$ cat src/hdl/swkcr_defs.svh
// register addresses, reset values and field positions
`ifndef SWKCR_DEFS_SVH
`define SWKCR_DEFS_SVH
`define SWKCR_ADDR_SCR_LO 7'h1e
`define SWKCR_ADDR_SCR_HI 7'h1f
`define SWKCR_ADDR_CTRL 7'h20
`define SWKCR_ADDR_QUANTA 7'h21
`define SWKCR_ADDR_SPOINT 7'h22
`define SWKCR_ADDR_IDTOP 7'h23
`define SWKCR_ADDR_OPTION 7'h2c
`define SWKCR_ADDR_CFG_LO 7'h23
`define SWKCR_ADDR_CFG_HI 7'h2b
`define SWKCR_RST_SCR 8'h00
`define SWKCR_RST_CTRL 8'h00
`define SWKCR_RST_QUANTA 8'ha0
`define SWKCR_RST_SPOINT 8'h33
`define SWKCR_RST_IDTOP 8'h00
`define SWKCR_BIT_OSCILLATOR_CALIBRATE_ENABLE 7
`define SWKCR_BIT_TRIM_HI 6
`define SWKCR_BIT_TRIM_LO 5
`define SWKCR_BIT_TO_MASK 4
`define SWKCR_BIT_CONFIG_VALID_FLAG 0
`define SWKCR_TRIM_UNLOCK 2'h3
`define SWKCR_CTRL_WMASK 8'hf1
`define SWKCR_CTRL_KEEP 8'hf0
`define SWKCR_SP_MASK 8'h3f
`endif

$ cat src/hdl/swkcr_pkg.sv
// types shared by the register slice
package swkcr_pkg;
  typedef enum logic [1:0] {
    SWKCR_MODE_NORMAL,
    SWKCR_MODE_STOP,
    SWKCR_MODE_OTHER
  } swkcr_mode_t;
endpackage

$ cat src/hdl/swkcr_sync.sv
// two flip-flop synchroniser for pin levels
`timescale 1ns/100ps
module swkcr_sync #(
  parameter int WIDTH = 1
) (
  input wire logic mclk,
  input wire logic rst_sync_b,
  input wire logic [WIDTH-1:0] din,
  output logic [WIDTH-1:0] dout
);
  logic [WIDTH-1:0] stage_reg;
  always_ff @(posedge mclk or negedge rst_sync_b) begin
    if (!rst_sync_b) begin
      stage_reg <= '0;
      dout <= '0;
    end else begin
      stage_reg <= din;
      dout <= stage_reg;
    end
  end
endmodule

$ cat src/hdl/swkcr_regs.sv
// selective wake configuration register slice
`timescale 1ns/100ps
`include "swkcr_defs.svh"
module swkcr_regs
  import swkcr_pkg::*;
(
  input wire logic mclk,
  input wire logic rst_b,
  input wire logic soft_reset,
  input wire logic restart,
  input wire logic wake_event,
  input wire logic mode_normal,
  input wire logic mode_stop,
  input wire logic acc_strobe,
  input wire logic acc_write,
  input wire logic [6:0] acc_addr,
  input wire logic [7:0] acc_wdata,
  input wire logic timeout_event,
  input wire logic transceiver_transmit_pin,
  output logic [7:0] acc_rdata,
  output logic [7:0] scratch_low_byte,
  output logic [7:0] scratch_high_byte,
  output logic oscillator_calibrate_enable,
  output logic trim_unlocked,
  output logic osc_ref_level,
  output logic option_write,
  output logic [7:0] option_wdata,
  output logic selective_wake_enable,
  output logic bus_timeout_flag,
  output logic interrupt_out_n,
  output logic [7:0] quanta_per_bit,
  output logic [5:0] sample_point_position,
  output logic [7:0] wake_ident_top_bits
);
  logic rst_meta_reg;
  logic rst_sync_reg;
  logic txd_sync;
  logic [7:0] scr_lo_reg;
  logic [7:0] scr_hi_reg;
  logic [7:0] ctrl_reg;
  logic [7:0] quanta_reg;
  logic [5:0] spoint_reg;
  logic [7:0] idtop_reg;
  logic [7:0] rdata_next;
  logic wr;
  logic cfg_write;
  logic unlocked;
  swkcr_mode_t mode;

  always_ff @(posedge mclk or negedge rst_b) begin
    if (!rst_b) begin
      rst_meta_reg <= 1'b0;
      rst_sync_reg <= 1'b0;
    end else begin
      rst_meta_reg <= 1'b1;
      rst_sync_reg <= rst_meta_reg;
    end
  end

  swkcr_sync #(.WIDTH(1)) u_txd_sync (
    .mclk(mclk),
    .rst_sync_b(rst_sync_reg),
    .din(transceiver_transmit_pin),
    .dout(txd_sync)
  );

  always_comb begin
    if (mode_normal) begin
      mode = SWKCR_MODE_NORMAL;
    end else if (mode_stop) begin
      mode = SWKCR_MODE_STOP;
    end else begin
      mode = SWKCR_MODE_OTHER;
    end
  end

  assign wr = acc_strobe && acc_write;
  assign unlocked = (ctrl_reg[`SWKCR_BIT_TRIM_HI:`SWKCR_BIT_TRIM_LO]
                     == `SWKCR_TRIM_UNLOCK);
  // any write to identifier, mask or length config, or timing
  assign cfg_write = wr && (((acc_addr >= `SWKCR_ADDR_QUANTA) &&
                   (acc_addr <= `SWKCR_ADDR_CFG_HI)));

  // scratch bytes: only power-on clears them
  always_ff @(posedge mclk or negedge rst_sync_reg) begin
    if (!rst_sync_reg) begin
      scr_lo_reg <= `SWKCR_RST_SCR;
      scr_hi_reg <= `SWKCR_RST_SCR;
    end else if (wr && mode == SWKCR_MODE_NORMAL) begin
      // no soft reset or restart term here
      if (acc_addr == `SWKCR_ADDR_SCR_LO) begin
        scr_lo_reg <= acc_wdata;
      end
      if (acc_addr == `SWKCR_ADDR_SCR_HI) begin
        scr_hi_reg <= acc_wdata;
      end
    end
  end

  // wake control register
  always_ff @(posedge mclk or negedge rst_sync_reg) begin
    if (!rst_sync_reg) begin
      ctrl_reg <= `SWKCR_RST_CTRL;
    end else if (soft_reset) begin
      ctrl_reg <= `SWKCR_RST_CTRL;
    end else if (restart) begin
      ctrl_reg <= ctrl_reg & `SWKCR_CTRL_KEEP;
    end else begin
      if (wr && acc_addr == `SWKCR_ADDR_CTRL) begin
        ctrl_reg <= acc_wdata & `SWKCR_CTRL_WMASK;
      end
      // hardware clear beats a same-cycle set, other bits still land
      if (wake_event || cfg_write) begin
        ctrl_reg[`SWKCR_BIT_CONFIG_VALID_FLAG] <= 1'b0;
      end
    end
  end

  // bit timing and identifier top byte
  always_ff @(posedge mclk or negedge rst_sync_reg) begin
    if (!rst_sync_reg) begin
      quanta_reg <= `SWKCR_RST_QUANTA;
      spoint_reg <= 6'(`SWKCR_RST_SPOINT);
      idtop_reg <= `SWKCR_RST_IDTOP;
    end else if (soft_reset) begin
      quanta_reg <= `SWKCR_RST_QUANTA;
      spoint_reg <= 6'(`SWKCR_RST_SPOINT);
      idtop_reg <= `SWKCR_RST_IDTOP;
    end else if (wr) begin
      if (acc_addr == `SWKCR_ADDR_QUANTA) begin
        quanta_reg <= acc_wdata;
      end
      if (acc_addr == `SWKCR_ADDR_SPOINT) begin
        spoint_reg <= acc_wdata[5:0];
      end
      if (acc_addr == `SWKCR_ADDR_IDTOP) begin
        idtop_reg <= acc_wdata;
      end
    end
  end

  // read mux
  always_comb begin
    rdata_next = 8'h00;
    case (acc_addr)
      `SWKCR_ADDR_SCR_LO: begin
        if (mode != SWKCR_MODE_OTHER) begin
          rdata_next = scr_lo_reg;
        end
      end
      `SWKCR_ADDR_SCR_HI: begin
        if (mode != SWKCR_MODE_OTHER) begin
          rdata_next = scr_hi_reg;
        end
      end
      `SWKCR_ADDR_CTRL: rdata_next = ctrl_reg & `SWKCR_CTRL_WMASK;
      `SWKCR_ADDR_QUANTA: rdata_next = quanta_reg;
      `SWKCR_ADDR_SPOINT: rdata_next = {2'h0, spoint_reg};
      `SWKCR_ADDR_IDTOP: rdata_next = idtop_reg;
      default: rdata_next = 8'h00;
    endcase
  end

  always_ff @(posedge mclk or negedge rst_sync_reg) begin
    if (!rst_sync_reg) begin
      acc_rdata <= 8'h00;
    end else if (acc_strobe && !acc_write) begin
      acc_rdata <= rdata_next;
    end
  end

  // register copies to outputs
  always_ff @(posedge mclk or negedge rst_sync_reg) begin
    if (!rst_sync_reg) begin
      scratch_low_byte <= 8'h00;
      scratch_high_byte <= 8'h00;
      oscillator_calibrate_enable <= 1'b0;
      trim_unlocked <= 1'b0;
      selective_wake_enable <= 1'b0;
      quanta_per_bit <= `SWKCR_RST_QUANTA;
      sample_point_position <= 6'(`SWKCR_RST_SPOINT);
      wake_ident_top_bits <= `SWKCR_RST_IDTOP;
    end else begin
      scratch_low_byte <= scr_lo_reg;
      scratch_high_byte <= scr_hi_reg;
      oscillator_calibrate_enable <= ctrl_reg[`SWKCR_BIT_OSCILLATOR_CALIBRATE_ENABLE];
      trim_unlocked <= unlocked;
      selective_wake_enable <= ctrl_reg[`SWKCR_BIT_CONFIG_VALID_FLAG];
      quanta_per_bit <= quanta_reg;
      sample_point_position <= spoint_reg;
      wake_ident_top_bits <= idtop_reg;
    end
  end

  // calibration reference taken from the transmit pin
  always_ff @(posedge mclk or negedge rst_sync_reg) begin
    if (!rst_sync_reg) begin
      osc_ref_level <= 1'b0;
    end else if (ctrl_reg[`SWKCR_BIT_OSCILLATOR_CALIBRATE_ENABLE] && unlocked) begin
      osc_ref_level <= txd_sync;
    end else begin
      osc_ref_level <= 1'b0;
    end
  end

  // option register write pass-through
  always_ff @(posedge mclk or negedge rst_sync_reg) begin
    if (!rst_sync_reg) begin
      option_write <= 1'b0;
      option_wdata <= 8'h00;
    end else begin
      option_write <= wr && (acc_addr == `SWKCR_ADDR_OPTION)
                      && unlocked;
      option_wdata <= acc_wdata;
    end
  end

  // bus time-out flag and interrupt
  always_ff @(posedge mclk or negedge rst_sync_reg) begin
    if (!rst_sync_reg) begin
      bus_timeout_flag <= 1'b0;
      interrupt_out_n <= 1'b1;
    end else begin
      if (timeout_event && ctrl_reg[`SWKCR_BIT_CONFIG_VALID_FLAG]) begin
        bus_timeout_flag <= 1'b1;
      end else if (!ctrl_reg[`SWKCR_BIT_CONFIG_VALID_FLAG]) begin
        bus_timeout_flag <= 1'b0;
      end
      interrupt_out_n <= !(timeout_event && ctrl_reg[`SWKCR_BIT_CONFIG_VALID_FLAG]
                           && ctrl_reg[`SWKCR_BIT_TO_MASK]
                           && mode != SWKCR_MODE_OTHER);
    end
  end
endmodule

$ cat config.mk
export PLATFORM = sky130hd
export DESIGN_NAME = swkcr_regs
export DESIGN_NICKNAME = d
export VERILOG_FILES = /design/src/hdl/swkcr_pkg.sv /design/src/hdl/swkcr_sync.sv /design/src/hdl/swkcr_regs.sv
export VERILOG_INCLUDE_DIRS = /design/src /design/src/hdl
export SDC_FILE = /design/constraint.sdc
export NUM_CORES = 1
export LEC_CHECK = 0
export BUFFER_PORTS_ARGS = -buffer_cell sky130_fd_sc_hd__buf_4
export CAP_MARGIN = 15
export CORE_MARGIN = 2
export CORE_UTILIZATION = 45
export DETAILED_ROUTE_END_ITERATION = 12
export GPL_TIMING_DRIVEN = 0
export PLACE_DENSITY = 0.65
export SYNTH_ARGS = -nofsm -noshare
export SYNTH_HDL_FRONTEND = slang
export SYNTH_SLANG_ARGS = --single-unit
export TNS_END_PERCENT = 30
$ cat constraint.sdc
create_clock -name mclk -period 4.1 [get_ports mclk]
set_input_delay 1.23 -clock mclk [delete_from_list [all_inputs] [get_ports mclk]]
set_output_delay 1.23 -clock mclk [all_outputs]
set_load 0.005 [all_outputs]
==> flow_metrics.py <==
metrics = {
    "logic_synthesis": {
        "synth_top_area_share_pct": 59.5,
        "ys_seq_elements": 108,
        "yosysMostFrequentCell": "dfrtp_1",
        "synth_edf_count": 0,
        "synth_cell_types": 36,
        "synth_area_sq_um": 4000,
        "synth_area_per_cell_sq_um": 14.2,
        "netlist_instances": 281,
        "seq_area_frac_synth_pct": 68.1,
        "synth_nets": 307,
        "yosys.area.top_type": "dfrtp_1",
        "synth_area_leaders": "dfrtp_1, dfstp_2, mux2i_1",
        "synth_common_cells": "dfrtp_1, mux2i_1, nor2_1",
        "ys.flop_type": "dfrtp_1",
        "async_reset_ff_share_pct": 100,
        "ys_warn_count": 0,
    },
    "drt": {
        "ant_nets": 0,
        "drt-pass1-iter-count": 4,
        "drcViolationCount": 0,
        "vias": 2591,
        "drt-wirelength-per-cell_um": 18.3,
        "viasPerCell": 5.27,
        "drt-total-wl_um": 8980,
        "drtIter0Drc": 175,
    },
    "worst_setup_path": {
        "worst_ep_required_time_ps": 4360,
        "cp.buffers_inverters": 2,
        "crit_chain": "buf_4 > nand4bb_1 > buf_2 > nor2_1 > nand4_2 > mux2_2",
        "arrival_ps": 2840,
        "end_kind": "register",
        "cp_slowest_cell": "mux2_2",
        "cp-start-kind": "primary input",
        "r2r-start": "ctrl_reg[4]$_DFFE_PN0P_",
        "critPathTopFamily": "simple AND/OR/NAND/NOR gates",
        "cp_max_fo": 9,
        "cp-startpoint": "acc_addr[5]",
        "critPathMaxStageDelay_ps": 430,
        "path_class": "in2reg",
    },
    "sta": {
        "maxSlewHeadroom_pct": 44.2,
        "whs_ps": 358,
        "drv_slew": 0,
        "fmax_mhz": 388,
        "min_period_over_period_pct": 62.8,
        "fin_worst_skew_ps": 7.45,
        "fin_crit_ps": 2580,
        "grt_setup_unrepaired": "no",
        "worst_pin_slew_ps": 833,
        "final_hold_viol_count": 0,
        "setup_viol": 0,
    },
    "grt": {
        "grt.total_usage_pct": 19.4,
        "grt-ovfl-total": 0,
        "antenna_found_initial": 0,
        "grt_pass1_wl_um": 14300,
        "grt_max_degree": 55,
        "grt_pass1_vias": 2591,
    },
    "die": {
        "pin_count": 87,
        "coreArea_sq_um": 8680,
        "rows": 34,
        "die_h_um": 98.2,
        "die_x_um": 98.2,
        "start_util_pct": 46.0,
        "dieArea_sq_um": 9650,
    },
    "clock_tree": {
        "cts_resized": 0,
        "cts_made_buffers": 9,
        "insertion_delay_ps": 360,
        "htreeDepth": 3,
        "cts.clk_slew.worst_paths_ps": 100,
        "cts_setup_buffers": 0,
        "cts_tree": "yes",
        "cts.root.buffer_cell": "clkbuf_8",
        "cts_max_path_buffers": 2,
        "cts.sinks": 108,
        "hold_buffers": 0,
    },
    "hold_path": {
        "hp-start": "rst_meta_reg$_DFF_PN0_",
        "hold_path.class": "reg2reg",
    },
    "layout": {
        "fin_area_sq_um": 5040,
        "stdcell_count": 492,
        "drive_gt1_share_pct": 39.6,
        "area_delta_synth_final_pct": 26.3,
        "n_antenna_cell": 0,
        "fillCellCount": 714,
        "multi_input_area_sq_um": 1220,
        "regArea_sq_um": 2720,
        "fin_nets": 405,
    },
    "run_status": {
        "status": "completed",
    },
    "power": {
        "internal_power_mw": 1.52,
        "switching_share_pct": 21.4,
        "powerDensity_nw_per_um2": 385,
        "power.switching_mw": 0.415,
        "p_leak_nw": 2.52,
        "seqPwrFrac_pct": 56.6,
        "combinationalPowerShare_pct": 5.5,
        "vdd_ir_drop_max_mv": 0.162,
        "clkPwrFrac_pct": 38.0,
    },
    "place": {
        "dpl_cell_area_sq_um": 4810,
        "hpwl_um": 6040,
        "place_inst": 476,
        "io_buffers": 86,
        "gp_congestion": 0.862,
    },
    "run": {
        "max_cap_viol_count": 0,
    },
}
-- logic make-up after synthesis --
logic type,after synthesis,synth area share (%)
compound gates,42,6.39
buf+inv,12,1.47
mux,52,14.6
simple gates,66,9.36
flops,108,68.1
other cells,1,0.0939
-- routing by layer --
metal | wire, um | vias to the layer above | GRT usage (%) | share of wire (%)
met5 | 0 | - | 0 | 0
met2 | 4090 | 107 | 28.2 | 46
met4 | 187 | 0 | 7.59 | 2.1
met3 | 694 | 13 | 4.44 | 7.7
met1 | 4010 | 1276 | 28.8 | 45
li1 | - | 1195 | - | -
-- path summary, 6_finish.rpt --
path / cells after the start / end / slack, ps
max: 6 / scr_hi_reg[0]$_DFFE_PN0P_ / 1520
min: 0 / rst_sync_reg$_DFF_PN0_ / 360
max reg2reg: 3 / acc_rdata[4]$_DFFE_PN0P_ / 2760
min reg2reg: 0 / rst_sync_reg$_DFF_PN0_ / 360
max in group asynchronous: 1 / sample_point_position[0]$_DFF_PN1_ / 2980
min in group asynchronous: 0 / scratch_high_byte[4]$_DFF_PN0_ / 390
-- power groups by stage --
stage	combinational, mW	clock, mW	sequential (mW)
floorplan	0.0363	0	1.12
global placement	0.0933	0	1.13
finish	0.106	0.736	1.10
global route	0.116	0.795	1.10
CTS	0.107	0.754	1.10
detailed placement	0.107	0	1.12
-- stage by stage --
stage               setup WS [ps]  power, mW  utilization, %  setup TNS, ps
finish                       1520       1.94            58.1              0
global route                 1520       2.01            58.1              0
CTS                          1600       1.96            58.1              0
detailed placement           1220       1.23            55.4              0
global placement             -160       1.22            55.0         -14340
floorplan                     891       1.16               -              0
-- cell type report --
cell class                      instances  area share (%)
Clock inverter                          3            1.36
Timing Repair Buffer                   87            13.3
Buffer                                 11            1.09
Inverter                                1          0.0744
Multi-Input combinational cell        161            24.1
Clock buffer                           13            3.35
Sequential cell                       108            54.0
Tap cell                              108            2.68
-- layout by cell type, fill, tap and decap left out, types with 2 or more instances in the layout --
| cell | n |
|---|---|
| o21ai_0 | 16 |
| mux2i_1 | 28 |
| nor3_1 | 12 |
| nand4bb_1 | 2 |
| nand2_1 | 5 |
| nor3_4 | 2 |
| a211o_1 | 4 |
| nor2_1 | 28 |
| clkbuf_8 | 12 |
| and4b_1 | 2 |
| mux2_2 | 21 |
| a21oi_1 | 10 |
| a31oi_1 | 2 |
| and3_1 | 5 |
| buf_4 | 88 |
| a22o_1 | 5 |
| clkbuf_1 | 5 |
| bufinv_16 | 2 |
| and2_1 | 2 |
| dfstp_2 | 13 |
| mux4_2 | 3 |
| buf_2 | 4 |
| dfrtp_1 | 94 |
| o21ai_1 | 2 |
(Power assumes the default switching activity.)
